[src/psw_pkg.sv]
// Package for the power-save and wake controller: register map, field
// positions, reset values, timing counts and the controller state type.
// Assumes a 50 MHz sys_clk and a plain one-cycle register port.
// Functional notes
// - All peripherals on the divided bus clock change together, same ratio.
// - Idle halts the processor but keeps the core clock source running.
// - Peripherals with stop_in_idle set stop in idle; others keep running.
// - Wait instruction with sleep_select clear enters idle.
// - Enabled interrupt wakes from idle only above processor priority.
// - Any device reset source ends idle.
// - Enabled working source wakes device; low priority leaves it idle, halted.
// - High-priority wake vectors to handler, then resumes after the wait.
// - Idle-wake status flag set leaving idle, sleep-wake flag leaving sleep; here a low-priority drop from sleep to idle sets neither flag.
// - Interrupts with priority zero never wake the device.
// - Oscillator start-up delay precedes resumed execution after an interrupt or watchdog wake from sleep; a reset exit from sleep skips it.
// - Watchdog expiry in low power raises non-maskable interrupt, no reset.
// - Watchdog expiry sets watchdog_timeout_flag in reset_control; here only an expiry that wakes from idle or sleep sets it.
// - Watchdog counter is cleared automatically on every wake.
// - Interrupts during wait entry are deferred until entry completes.
// - Switch command waits start-up and lock of the crystal or PLL source already stored.
// - Two-bit divisor gives 1:1, 1:2, 1:4 or 1:8 bus ratios.
// - Sleep stops the clock source; low-priority interrupt moves to idle.
package psw_pkg;
  // Register offsets (byte addresses)
  localparam logic [7:0] OFF_OSC_CTRL = 8'h00;
  localparam logic [7:0] OFF_RESET_CTRL = 8'h04;
  localparam logic [7:0] OFF_STOP_IDLE = 8'h08;
  localparam logic [7:0] OFF_STATE = 8'h0C;
  // oscillator_control fields
  localparam int CTRL_SRC_XTAL_BIT = 0;
  localparam int CTRL_SRC_PLL_BIT = 1;
  localparam int CTRL_SLEEP_SEL_BIT = 4;
  localparam int CTRL_SWITCH_BIT = 8;
  localparam int CTRL_DIV_LO = 19;
  localparam int CTRL_DIV_HI = 20;
  // reset_control fields
  localparam int RC_IDLE_BIT = 2;
  localparam int RC_SLEEP_BIT = 3;
  localparam int RC_WATCHDOG_BIT = 4;
  // Reset values
  localparam logic [1:0] DIV_RESET = 2'h0;
  localparam logic SLEEP_SEL_RESET = 1'b0;
  localparam logic [1:0] SRC_RESET = 2'h0;
  // Timing in its own unit, then derived cycle counts (least times round up)
  localparam int CLK_PERIOD_NS = 20;
  localparam int OSC_START_NS = 1000;
  localparam int PLL_LOCK_NS = 2000;
  localparam int OSC_START_CYC = (OSC_START_NS + CLK_PERIOD_NS - 1) / CLK_PERIOD_NS;
  localparam int PLL_LOCK_CYC = (PLL_LOCK_NS + CLK_PERIOD_NS - 1) / CLK_PERIOD_NS;
  localparam int DELAY_W = 12;
  // Controller states
  typedef enum logic [2:0] {
    PSW_RUN,
    PSW_ENTER,
    PSW_IDLE,
    PSW_SLEEP,
    PSW_STARTUP,
    PSW_SWITCH
  } psw_state_type;
endpackage : psw_pkg

[src/psw_pb_divider.sv]
// Peripheral bus clock divider producing a one-cycle enable pulse.
// Assumes every peripheral on the divided bus uses this single pulse.
`timescale 1ns/100ps
`default_nettype none
module psw_pb_divider
  import psw_pkg::*;
(
  input wire logic sys_clk,
  input wire logic reset_n,
  input wire logic run,
  input wire logic [1:0] div_sel,
  output logic pb_tick
);
  logic [2:0] count;
  logic [1:0] active_div;
  logic [2:0] limit;

  // Terminal count for the ratio in force: 1, 2, 4 or 8 cycles per tick
  always_comb begin
    case (active_div)
      2'h0: limit = 3'h0;
      2'h1: limit = 3'h1;
      2'h2: limit = 3'h3;
      default: limit = 3'h7;
    endcase
  end

  // boundary-only reload
  // The ratio is only reloaded at wrap, so no period is ever cut short
  always_ff @(posedge sys_clk or negedge reset_n) begin
    if (!reset_n) begin
      count <= 3'h0;
      active_div <= DIV_RESET;
    end else if (run) begin
      if (count >= limit) begin
        count <= 3'h0;
        active_div <= div_sel;
      end else begin
        count <= count + 3'h1;
      end
    end
  end

  // one shared tick
  // One pulse for all peripherals keeps them in step at one ratio
  assign pb_tick = run && (count >= limit);
endmodule : psw_pb_divider
`default_nettype wire

[src/psw_power_ctrl.sv]
// Power-save and wake controller: idle and sleep entry on wait, wake
// decisions on interrupts, resets and watchdog expiry, wake-cause flags,
// oscillator start-up delays and peripheral bus clock gating.
// Assumes the core pulses wait_exec for one cycle when it executes a wait,
// and interrupt inputs are levels held until serviced.
//
// Design decisions made here: the register addresses and strobed register access.
`timescale 1ns/100ps
`default_nettype none
module psw_power_ctrl
  import psw_pkg::*;
#(
  parameter int N_IRQ = 8,
  parameter int N_PERIPH = 8,
  parameter int PRIO_W = 3,
  parameter int OSC_DELAY = OSC_START_CYC,
  parameter int PLL_DELAY = PLL_LOCK_CYC
)
(
  input wire logic sys_clk,
  input wire logic reset_n,
  input wire logic [7:0] reg_addr,
  input wire logic [31:0] reg_wdata,
  input wire logic reg_wr,
  input wire logic reg_rd,
  output logic [31:0] reg_rdata,
  input wire logic wait_exec,
  input wire logic [PRIO_W-1:0] cpu_priority,
  input wire logic [N_IRQ-1:0] irq_pending,
  input wire logic [N_IRQ-1:0] interrupt_enable_regs,
  input wire logic [N_IRQ*PRIO_W-1:0] irq_priority,
  input wire logic [N_IRQ-1:0] irq_sleep_ok,
  input wire logic device_reset_req,
  input wire logic watchdog_expired,
  output logic cpu_halt,
  output logic cpu_vector,
  output logic [$clog2(N_IRQ)-1:0] cpu_vector_id,
  output logic nmi_reset_vector,
  output logic watchdog_clear,
  output logic osc_enable,
  output logic peripheral_bus_clock,
  output logic [N_PERIPH-1:0] periph_clk_en,
  output logic in_idle,
  output logic in_sleep
);
  localparam int IDW = $clog2(N_IRQ);

  psw_state_type state;
  psw_state_type next_state;

  // Software-visible control
  logic sleep_select;
  logic [1:0] bus_divisor_field;
  logic [1:0] clock_source;
  logic [N_PERIPH-1:0] stop_in_idle;
  // reset_control wake-cause flags
  logic idle_wake_flag;
  logic sleep_wake_flag;
  logic watchdog_timeout_flag;

  // Wake bookkeeping
  logic [DELAY_W-1:0] delay_count;
  logic pend_vector;
  logic pend_nmi;
  logic [IDW-1:0] pend_id;
  logic wake_pulse;

  // Candidate search results
  logic [PRIO_W-1:0] idle_best_prio;
  logic [IDW-1:0] idle_best_id;
  logic [PRIO_W-1:0] sleep_best_prio;
  logic [IDW-1:0] sleep_best_id;
  logic idle_hi;
  logic sleep_hi;
  logic sleep_lo;
  logic startup_needed;
  logic [DELAY_W-1:0] startup_len;
  logic pb_tick;
  logic switch_req;

  // Highest-priority enabled pending source within a mask; returns {id, prio}
  function automatic logic [IDW+PRIO_W-1:0] best_source(
    input logic [N_IRQ-1:0] cand,
    input logic [N_IRQ*PRIO_W-1:0] prios
  );
    logic [PRIO_W-1:0] bp;
    logic [IDW-1:0] bi;
    logic [PRIO_W-1:0] p;
    bp = '0;
    bi = '0;
    for (int i = 0; i < N_IRQ; i++) begin
      p = prios[i*PRIO_W +: PRIO_W];
      if (cand[i] && (p > bp)) begin
        bp = p;
        bi = IDW'(i);
      end
    end
    return {bi, bp};
  endfunction : best_source

  assign {idle_best_id, idle_best_prio} =
    best_source(irq_pending & interrupt_enable_regs, irq_priority);
  assign {sleep_best_id, sleep_best_prio} =
    best_source(irq_pending & interrupt_enable_regs & irq_sleep_ok, irq_priority);

  assign idle_hi = idle_best_prio > cpu_priority;
  assign sleep_hi = sleep_best_prio > cpu_priority;
  // nonzero but not above: drop to idle
  assign sleep_lo = (sleep_best_prio != '0) && !sleep_hi;

  // crystal and PLL sources need start-up and lock time
  always_comb begin
    startup_len = '0;
    if (clock_source[CTRL_SRC_XTAL_BIT]) begin
      startup_len = startup_len + DELAY_W'(OSC_DELAY);
    end
    if (clock_source[CTRL_SRC_PLL_BIT]) begin
      startup_len = startup_len + DELAY_W'(PLL_DELAY);
    end
  end
  assign startup_needed = startup_len != '0;
  assign switch_req = reg_wr && (reg_addr == OFF_OSC_CTRL) && reg_wdata[CTRL_SWITCH_BIT];

  // Next-state decision
  always_comb begin
    next_state = state;
    case (state)
      PSW_RUN: begin
        if (switch_req && startup_needed) begin
          next_state = PSW_SWITCH;
        end else if (wait_exec) begin
          next_state = PSW_ENTER;
        end
      end
      // entry completes before any wake is looked at
      PSW_ENTER: begin
        next_state = sleep_select ? PSW_SLEEP : PSW_IDLE;
      end
      PSW_IDLE: begin
        if (device_reset_req) begin
          next_state = PSW_RUN;
        end else if (watchdog_expired || idle_hi) begin
          next_state = PSW_RUN;
        end
      end
      PSW_SLEEP: begin
        if (device_reset_req) begin
          next_state = PSW_RUN;
        end else if (watchdog_expired || sleep_hi) begin
          // wait for the oscillator before running
          next_state = startup_needed ? PSW_STARTUP : PSW_RUN;
        end else if (sleep_lo) begin
          next_state = PSW_IDLE;
        end
      end
      PSW_STARTUP, PSW_SWITCH: begin
        if (delay_count <= DELAY_W'(1)) begin
          next_state = PSW_RUN;
        end
      end
      default: next_state = PSW_RUN;
    endcase
  end

  // State register
  always_ff @(posedge sys_clk or negedge reset_n) begin
    if (!reset_n) begin
      state <= PSW_RUN;
    end else begin
      state <= next_state;
    end
  end

  // start-up delay counter, loaded on entry to a delay state
  always_ff @(posedge sys_clk or negedge reset_n) begin
    if (!reset_n) begin
      delay_count <= '0;
    end else if ((next_state == PSW_STARTUP || next_state == PSW_SWITCH) &&
                 state != next_state) begin
      delay_count <= startup_len;
    end else if (delay_count != '0) begin
      delay_count <= delay_count - DELAY_W'(1);
    end
  end

  // Remember why we woke, so the action fires once the clock is usable
  always_ff @(posedge sys_clk or negedge reset_n) begin
    if (!reset_n) begin
      pend_vector <= 1'b0;
      pend_nmi <= 1'b0;
      pend_id <= '0;
    end else if (state == PSW_SLEEP && !device_reset_req &&
                 (watchdog_expired || sleep_hi)) begin
      pend_nmi <= watchdog_expired;
      pend_vector <= !watchdog_expired;
      pend_id <= sleep_best_id;
    end else if (state == PSW_IDLE && !device_reset_req &&
                 (watchdog_expired || idle_hi)) begin
      pend_nmi <= watchdog_expired;
      pend_vector <= !watchdog_expired;
      pend_id <= idle_best_id;
    end else if (next_state == PSW_RUN) begin
      pend_nmi <= 1'b0;
      pend_vector <= 1'b0;
    end
  end

  // Wake is any exit from a low-power state back toward execution
  assign wake_pulse = (state == PSW_IDLE || state == PSW_SLEEP) &&
                      (next_state == PSW_RUN || next_state == PSW_STARTUP);

  // Core-facing pulses, registered so they line up with the halt release
  always_ff @(posedge sys_clk or negedge reset_n) begin
    if (!reset_n) begin
      cpu_vector <= 1'b0;
      cpu_vector_id <= '0;
      nmi_reset_vector <= 1'b0;
      watchdog_clear <= 1'b0;
    end else begin
      // clear the watchdog on every wake
      watchdog_clear <= wake_pulse;
      cpu_vector <= 1'b0;
      nmi_reset_vector <= 1'b0;
      if (next_state == PSW_RUN && !device_reset_req) begin
        if (state == PSW_IDLE || state == PSW_SLEEP) begin
          // watchdog wins the race as a non-maskable jump
          nmi_reset_vector <= watchdog_expired;
          cpu_vector <= !watchdog_expired;
          cpu_vector_id <= (state == PSW_IDLE) ? idle_best_id : sleep_best_id;
        end else if (state == PSW_STARTUP) begin
          nmi_reset_vector <= pend_nmi;
          cpu_vector <= pend_vector;
          cpu_vector_id <= pend_id;
        end
      end
    end
  end

  // Control register writes; the switch bit is a command, not stored
  always_ff @(posedge sys_clk or negedge reset_n) begin
    if (!reset_n) begin
      sleep_select <= SLEEP_SEL_RESET;
      bus_divisor_field <= DIV_RESET;
      clock_source <= SRC_RESET;
    end else if (reg_wr && reg_addr == OFF_OSC_CTRL) begin
      sleep_select <= reg_wdata[CTRL_SLEEP_SEL_BIT];
      bus_divisor_field <= reg_wdata[CTRL_DIV_HI:CTRL_DIV_LO];
      clock_source <= reg_wdata[CTRL_SRC_PLL_BIT:CTRL_SRC_XTAL_BIT];
    end
  end

  // Per-peripheral stop_in_idle bits
  always_ff @(posedge sys_clk or negedge reset_n) begin
    if (!reset_n) begin
      stop_in_idle <= '0;
    end else if (reg_wr && reg_addr == OFF_STOP_IDLE) begin
      stop_in_idle <= reg_wdata[N_PERIPH-1:0];
    end
  end

  // wake-cause flags; write one to clear, a coincident set wins
  always_ff @(posedge sys_clk or negedge reset_n) begin
    if (!reset_n) begin
      idle_wake_flag <= 1'b0;
      sleep_wake_flag <= 1'b0;
      watchdog_timeout_flag <= 1'b0;
    end else begin
      if (reg_wr && reg_addr == OFF_RESET_CTRL) begin
        if (reg_wdata[RC_IDLE_BIT]) begin
          idle_wake_flag <= 1'b0;
        end
        if (reg_wdata[RC_SLEEP_BIT]) begin
          sleep_wake_flag <= 1'b0;
        end
        if (reg_wdata[RC_WATCHDOG_BIT]) begin
          watchdog_timeout_flag <= 1'b0;
        end
      end
      if (wake_pulse && state == PSW_IDLE) begin
        idle_wake_flag <= 1'b1;
      end
      if (wake_pulse && state == PSW_SLEEP) begin
        sleep_wake_flag <= 1'b1;
      end
      if (wake_pulse && watchdog_expired && !device_reset_req) begin
        watchdog_timeout_flag <= 1'b1;
      end
    end
  end

  // Read port: data stand in the cycle after the strobe only
  always_ff @(posedge sys_clk or negedge reset_n) begin
    if (!reset_n) begin
      reg_rdata <= 32'h0000_0000;
    end else begin
      reg_rdata <= 32'h0000_0000;
      if (reg_rd) begin
        case (reg_addr)
          OFF_OSC_CTRL: begin
            reg_rdata[CTRL_DIV_HI:CTRL_DIV_LO] <= bus_divisor_field;
            reg_rdata[CTRL_SLEEP_SEL_BIT] <= sleep_select;
            reg_rdata[CTRL_SRC_PLL_BIT:CTRL_SRC_XTAL_BIT] <= clock_source;
          end
          OFF_RESET_CTRL: begin
            reg_rdata[RC_IDLE_BIT] <= idle_wake_flag;
            reg_rdata[RC_SLEEP_BIT] <= sleep_wake_flag;
            reg_rdata[RC_WATCHDOG_BIT] <= watchdog_timeout_flag;
          end
          OFF_STOP_IDLE: reg_rdata[N_PERIPH-1:0] <= stop_in_idle;
          OFF_STATE: reg_rdata[2:0] <= 3'(state);
          default: reg_rdata <= 32'h0000_0000;
        endcase
      end
    end
  end

  // sleep stops the source and the bus clock
  // The bus clock keeps ticking in idle and start-up so peripherals can run
  psw_pb_divider u_divider (
    .sys_clk(sys_clk),
    .reset_n(reset_n),
    .run(state != PSW_SLEEP),
    .div_sel(bus_divisor_field),
    .pb_tick(pb_tick)
  );
  assign peripheral_bus_clock = pb_tick;

  assign periph_clk_en = (state == PSW_IDLE) ? ({N_PERIPH{pb_tick}} & ~stop_in_idle) :
                         {N_PERIPH{pb_tick}};

  // idle keeps the source on; only sleep turns it off
  assign osc_enable = state != PSW_SLEEP;
  // halt drops on the edge that returns to run
  assign cpu_halt = state != PSW_RUN;
  assign in_idle = state == PSW_IDLE;
  assign in_sleep = state == PSW_SLEEP;
endmodule : psw_power_ctrl
`default_nettype wire

[config.mk]
export PLATFORM = sky130hd
export DESIGN_NAME = psw_power_ctrl
export DESIGN_NICKNAME = d
export VERILOG_FILES = /design/src/psw_pkg.sv /design/src/psw_pb_divider.sv /design/src/psw_power_ctrl.sv
export SDC_FILE = /design/constraint.sdc
export NUM_CORES = 1
export LEC_CHECK = 0
export BUFFER_PORTS_ARGS = -buffer_cell sky130_fd_sc_hd__buf_2
export CORE_ASPECT_RATIO = 1.2
export CORE_MARGIN = 2
export CORE_UTILIZATION = 40
export CTS_BUF_LIST = sky130_fd_sc_hd__clkbuf_2 sky130_fd_sc_hd__clkbuf_4 sky130_fd_sc_hd__clkbuf_8
export CTS_CLUSTER_DIAMETER = 40
export DETAILED_ROUTE_END_ITERATION = 12
export HOLD_SLACK_MARGIN = 0.02
export PLACE_DENSITY = 0.69
export REMOVE_ABC_BUFFERS = 1
export SKIP_LAST_GASP = 1
export SYNTH_ARGS = -nofsm -noshare
export SYNTH_HDL_FRONTEND = slang
export SYNTH_HIERARCHICAL = 1
export SYNTH_SLANG_ARGS = --single-unit
[constraint.sdc]
create_clock -name sys_clk -period 3.94 [get_ports sys_clk]
set_clock_uncertainty 0.1 [all_clocks]
set_input_delay 0.394 -clock sys_clk [delete_from_list [all_inputs] [get_ports sys_clk]]
set_output_delay 0.394 -clock sys_clk [all_outputs]
set_load 0.005 [all_outputs]
After elaboration in Yosys (flattened, before gate mapping). Index checks and enable logic that the tools add are counted.

Add/subtract/negate cells: 3. Magnitude comparators: 19. Equality and inequality tests: 14. Muxes and demuxes: 80. Bitwise operators: 4. Reduce and logical (&&, ||, !) cells: 66.

Operators by type and width (number): 2-to-1 mux 3 bit (42); greater-than comparator 3 bit (16); 2-to-1 mux 12 bit (3); logical AND 1 bit (34); bitwise AND 8 bit (3); nonzero test 12 bit (2); 2-to-1 mux 1 bit (23); 2-to-1 mux 21 bit (1); nonzero test 2 bit (9); equality test 8 x 4 -> 1 bit, second input constant (2); one-hot mux 3 bit (5 select lines) (1); adder 12 x 7 -> 12 bit, second input constant (1); equality test 3 bit, second input constant (4); less-or-equal comparator 12 x 1 -> 1 bit, second input constant (1); subtractor 12 x 1 -> 12 bit, second input constant (1); AND reduction 2 bit (5); one-hot mux 3 bit (3 select lines) (1); nonzero test 3 bit (3); equality test 8 x 3 -> 1 bit, second input constant (1); logical NOT 8 bit (1); 2-to-1 mux 8 bit (1); inverter 8 bit (1); equality test 3 x 2 -> 1 bit, second input constant (2); logical NOT 3 bit (2); 17 further kinds (26).

Flip-flop bits (word level): 79. Input port bits: 98. Output and inout port bits: 51. Logic and storage cells: 205.

Longest topological paths before layout.
Depth in word-level cells: 39. Gate-level depth with buffers: 62. Gate-level depth less buffers: 62.

Hierarchy. Netlist, hierarchy kept.

By module, submodules not included: psw_power_ctrl (instances 1, cells each 619, area each 4988.5 um^2, seq. area each 1301.2 um^2); psw_pb_divider (instances 1, cells each 30, area each 304.0 um^2, seq. area each 125.1 um^2).

Worst setup path before layout. No wires, ideal clock.

Path type: input to register. Start: in irq_pending[0]. End: reg pend_id[1]. Library setup time: 0.126 ns. Arrival: 11.148 ns. Required time: 3.714 ns. Path slack: -7.434 ns. Stages: 52. Buffers on the path: 0. Cell sequence: and3_1 and2_1 ha_1 and3_1 a211oi_2 mux2_2 ha_1 nor2_1 maj3_1 o21ba_2 mux2i_1 inv_1 ha_1 nor3b_1 o31a_1 o21ai_0 ha_1 nor3b_1 (+16 left out) nor3_1 or2_2 ha_1 nor2b_1 o21ai_0 inv_1 o21a_1 o31ai_1 ha_1 nor2b_1 o21ai_0 a32oi_1 o21ai_0 a21o_1 o2111ai_1 nor3_1 a21boi_1 a221o_1.

Cells in the longest elaborated chain, start to end: 29. Elaborated cells between the ends (all ways): 69. Classes of those cells: 16 x order compare; 30 x mux; 2 x bitwise; 21 x reduce/logical.

RTL lines: start: declaration (line psw_power_ctrl.sv:29) `input wire logic [N_IRQ-1:0] irq_pending,`; bitwise AND 8 bit * (line psw_power_ctrl.sv:102, psw_power_ctrl.sv:104); bitwise AND 8 bit (line psw_power_ctrl.sv:104) `best_source(irq_pending & interrupt_enable_regs & irq_sleep_ok, irq_priority);`; logical AND 1 bit (line psw_power_ctrl.sv:93) `if (cand[i] && (p > bp)) begin`; 2-to-1 mux 3 bit (line psw_power_ctrl.sv:93); greater-than comparator 3 bit (line psw_power_ctrl.sv:93); logical AND 1 bit (line psw_power_ctrl.sv:93); 2-to-1 mux 3 bit (line psw_power_ctrl.sv:93); greater-than comparator 3 bit (line psw_power_ctrl.sv:93); (+13 left out); 2-to-1 mux 3 bit (line psw_power_ctrl.sv:93); greater-than comparator 3 bit (line psw_power_ctrl.sv:93); logical AND 1 bit (line psw_power_ctrl.sv:93); 2-to-1 mux 3 bit (line psw_power_ctrl.sv:93); greater-than comparator 3 bit (line psw_power_ctrl.sv:107) `assign sleep_hi = sleep_best_prio > cpu_priority;`; logical OR 1 bit (line psw_power_ctrl.sv:193) `(watchdog_expired || sleep_hi)) begin`; logical AND 1 bit (line psw_power_ctrl.sv:192) `end else if (state == PSW_SLEEP && !device_reset_req &&`; 2-to-1 mux 3 bit or nonzero test 2 bit (tied branches); end signal: assignment (line psw_power_ctrl.sv:196) `pend_id <= sleep_best_id;`; end signal: assignment (line psw_power_ctrl.sv:201) `pend_id <= idle_best_id;`; end: declaration (line psw_power_ctrl.sv:65) `logic [IDW-1:0] pend_id;`.

Every way passes the cells marked *; elsewhere a longest branch is shown, timed or not. The select of a mux whose other input is x is not followed. A chain may end at the register's enable or synchronous reset.

Worst setup path after layout.
Start: in interrupt_enable_regs[0]. End: reg pend_id[1].

Cells in the longest elaborated chain, start to end: 29. Elaborated cells between the ends (all ways): 69. Classes of those cells: 16 x order compare; 30 x mux; 2 x bitwise; 21 x reduce/logical.

RTL lines: start: declaration (line psw_power_ctrl.sv:30) `input wire logic [N_IRQ-1:0] interrupt_enable_regs,`; bitwise AND 8 bit * (line psw_power_ctrl.sv:102, psw_power_ctrl.sv:104); bitwise AND 8 bit (line psw_power_ctrl.sv:104); logical AND 1 bit (line psw_power_ctrl.sv:93); 2-to-1 mux 3 bit (line psw_power_ctrl.sv:93); greater-than comparator 3 bit (line psw_power_ctrl.sv:93); logical AND 1 bit (line psw_power_ctrl.sv:93); 2-to-1 mux 3 bit (line psw_power_ctrl.sv:93); greater-than comparator 3 bit (line psw_power_ctrl.sv:93); (+13 left out); 2-to-1 mux 3 bit (line psw_power_ctrl.sv:93); greater-than comparator 3 bit (line psw_power_ctrl.sv:93); logical AND 1 bit (line psw_power_ctrl.sv:93); 2-to-1 mux 3 bit (line psw_power_ctrl.sv:93); greater-than comparator 3 bit (line psw_power_ctrl.sv:107); logical OR 1 bit (line psw_power_ctrl.sv:193); logical AND 1 bit (line psw_power_ctrl.sv:192); 2-to-1 mux 3 bit or nonzero test 2 bit (tied branches).

Marked as above.

==> impl_metrics.csv <==
group,metric,value,unit
floorplan,coreArea,13070,sq um
synthesis,synth_common_cells,"dfrtp_1, nand2_1, nor2_1",
timing,rsz0062_at_grt,"true",
floorplan,design.die.area,14170,sq um
clock_tree,clockRootBuffer,"clkbuf_8",
drt,drtPass1Iterations,5,
synthesis,synth_edf_count,0,
timing,fin_crit,10.48,ns
synthesis,synth-seq-area-share,26.95,%
synthesis,synthCells,649,
floorplan,fp.dieH,130.0,microns
synthesis,syn_area,5293,sq um
clock_tree,clk_latency,0.34,ns
worst_hold_path,holdPathStages,2,
timing,finalSetupViolCount,29,
worst_setup_path,cp.buffers_inverters,9,
power_and_ir_drop,seqPwrFrac,26.8,%
floorplan,start_util,40.51,%
placement,hpwl,12610,microns
synthesis,synth_top_area_cell,"dfrtp_1",
worst_setup_path,worst_setup_path_end_kind,"flip-flop",
power_and_ir_drop,swShare,37.26,%
worst_setup_path,cp.depth,60,
timing,slew_viol_final,0,
drt,drt_iter0_drc,306,
placement,io_buffers,105,
drt,wl_per_cell,15.86,microns
timing,setup_slack,-6.543,ns
clock_tree,clock_sinks,57,
worst_setup_path,startpoint_type,"primary input",
placement,place_congestion,0.9150,
clock_tree,path_clk_slew,0.06,ns
synthesis,synthFlopType,"dfrtp_1",
drt,antenna_left,0,
worst_setup_path,critPathSlowestCell,"a221o_1",
timing,final_hold_viol_count,0,
drt,drcViolationCount,0,
placement,dp.cells,1070,
drt,vias,6221,
power_and_ir_drop,p_clk_share,19.9,%
drt,routed-wl-met2,9629,microns
drt,wirelength_met1,6942,microns
synthesis,avgSynthCellArea,8.155,sq um
timing,max_freq,95.39,MHz
drt,dr.max_layer_used,"met4",
clock_tree,clock_path_buffers,2,
power_and_ir_drop,power_density,356.3,nW/um^2
synthesis,ys_types,74,
grt,grt.total_usage,24.20,%
worst_setup_path,cp_common_cell,"ha_4",
clock_tree,h-tree-depth,3,
grt,grt_max_degree,31,
run_status,status,"finished with violations",
power_and_ir_drop,leakagePower,4.127,nW
timing,worstMarginPinSlew,0.6443,ns
grt,grt_remaining_overflow,0,
clock_tree,numCtsBuffers,9,
cells_and_area,fin_nets,1099,
cells_and_area,antenna-diode-count,0,
cells_and_area,multi_input_area,4412,sq um
cells_and_area,drive_gt1_share,50.21,%
drt,drt-vias-per-instance,5.505,
placement,place_ws,-7.853,ns
flow_run,drv_cap,0,
floorplan,rows,46,
drt,drt_wl_total,17930,microns
drt,wl_met3,901,microns
cells_and_area,seqCellArea,1426,sq um
worst_setup_path,worstPathRequired,4.06,ns
cells_and_area,instances_no_fill,1130,
floorplan,dieWidth,109.0,microns
synthesis,ys_top_cells_by_area,"dfrtp_1, ha_1, nand2_1, nor2_1, mux2_2",
worst_setup_path,max_stage_delay,0.38,ns
timing,max_slew_margin,57.04,%
power_and_ir_drop,max-vdd-ir-drop,0.0002259,V
power_and_ir_drop,p_int,1.920,mW
grt,grt_pass1_wl,27370,microns
worst_hold_path,min-delay-path-class,"primary input to flip-flop",
synthesis,async_flop_share,100.0,%
worst_setup_path,worstSetupPathType,"primary input to flip-flop",
power_and_ir_drop,p_switching,1.141,mW
synthesis,synth_seq_cells,57,
worst_setup_path,r2r_cells,5,
clock_tree,cts_tree,"yes",
floorplan,pin_count,149,
cells_and_area,num-fill-cells,1003,
worst_setup_path,crit_path_max_fanout,5,
grt,antenna_found_initial,0,
power_and_ir_drop,combPwrFrac,53.3,%
grt,grt_pass1_vias,6056,
cells_and_area,syn_to_final_growth,62.29,%
synthesis,yosysTopAreaCellShare,26.95,%
synthesis,yosys_warnings,6,
run_status,failed_checks,"setup timing",
worst_setup_path,worstPathArrival,10.61,ns
worst_setup_path,path_delay_family,"compound AO/OA/AOI/OAI gates",
timing,fin_crit_sh,266.1,%
==> metal layers <==
metal | global-route usage (%) | vias up
li1 | - | 2992
met1 | 27.05 | 2948
met2 | 45.96 | 236
met3 | 3.546 | 45
met4 | 8.597 | 0
met5 | 0 | -
==> cells in the final DEF (no fill, tap or decap), drive strengths merged, types with 4 or more instances in the layout <==
master,instances
nor2,52
and2,16
nand4,8
nand2,58
and3,20
o21a,6
ha,43
a21oi,31
nand2b,6
a21o,8
o2111a,4
a31o,5
mux2,19
a21boi,9
o31ai,9
nand3,26
a22oi,4
xnor2,8
or2,9
a31oi,14
nor2b,12
o211ai,9
a211oi,6
nor3,22
o21ai,33
dfrtp,57
clkbuf,12
or3,5
nor4,7
conb,22
mux2i,7
o2111ai,7
inv,46
o211a,5
buf,308
==> state kept, by name, indices dropped and copies added (netlist names) <==
signal and flops:
bus_divisor_field 2, clock_source 2, cpu_vector 1, cpu_vector_id 3, delay_count 12, idle_wake_flag 1
nmi_reset_vector 1, pend_id 3, pend_nmi 1, pend_vector 1, reg_rdata 10, sleep_select 1
sleep_wake_flag 1, state 3, stop_in_idle 8, u_divider/active_div 2, u_divider/count 3, watchdog_clear 1
watchdog_timeout_flag 1
==> power groups by stage <==
stage | sequential, mW | combinational [mW] | clock, mW
after detailed placement | 0.822 | 1.23 | 0
after floorplan | 0.793 | 0.688 | 0
after global routing | 0.835 | 1.78 | 0.647
after global placement | 0.822 | 1.21 | 0
after CTS | 0.814 | 1.47 | 0.616
final | 0.820 | 1.63 | 0.609
==> per-stage QoR <==
stage / cell area (sq um) / setup TNS [ns] / utilization [%] / power (mW) / hold WS [ns]
after floorplan: 5167 / -201.05 / - / 1.481 / -0.001591
final: 8589 / -179.96 / 65.74 / 3.061 / 0.1920
after CTS: 8129 / -173.60 / 62.22 / 2.896 / 0.1790
after global routing: 8589 / -191.25 / 65.74 / 3.266 / 0.1721
after global placement: 7109 / -212.83 / 54.41 / 2.029 / 0.3470
after detailed placement: 7109 / -216.80 / 54.41 / 2.052 / 0.3425
==> what timing repair did <==
action	4_1_cts	5_1_grt
buffers inserted	30	15
hold buffers	1	0
pin swaps	80	78
gates resized for setup	118	73
cloned	1	0
endpoints found under the hold margin	27	0
endpoints found under the setup margin	29	29
==> final timing paths <==
| check | start | endpoint | slack [ns] |
|---|---|---|---|
| setup / recovery | interrupt_enable_regs[0] | pend_id[1]$_DFFE_PN0P_ | -6.54 |
| hold / removal | reg_wdata[20] | bus_divisor_field[1]$_DFFE_PN0P_ | 0.19 |
| setup reg to reg | state[2]$_DFF_PN0_ | state[0]$_DFF_PN0_ | 1.06 |
| hold reg to reg | pend_id[0]$_DFFE_PN0P_ | pend_id[0]$_DFFE_PN0P_ | 0.38 |
| max in group asynchronous | reset_n | delay_count[10]$_DFFE_PN0P_ | 2.38 |
| min in group asynchronous | reset_n | delay_count[5]$_DFFE_PN0P_ | 0.51 |
==> cell type report <==
cell class / count / area share [%]
Multi-Input combinational cell: 535 / 51.36
Clock buffer: 12 / 1.777
Tap cell: 168 / 2.447
Clock inverter: 3 / 0.7575
Inverter: 46 / 2.039
Sequential cell: 57 / 16.61
Timing Repair Buffer: 309 / 25.01
==> cell families after synthesis <==
family	count (synthesis)	share of synthesized area, %
AND/OR/NAND/NOR	252	24.07
AO/OA/AOI/OAI	181	24.33
other	1	0.07085
multiplexers	26	5.437
buffers and inverters	78	7.116
adder cells (fa/ha/maj)	45	10.54
XOR/XNOR	9	1.489
flip-flops	57	26.95
(Power assumes the default switching activity.)
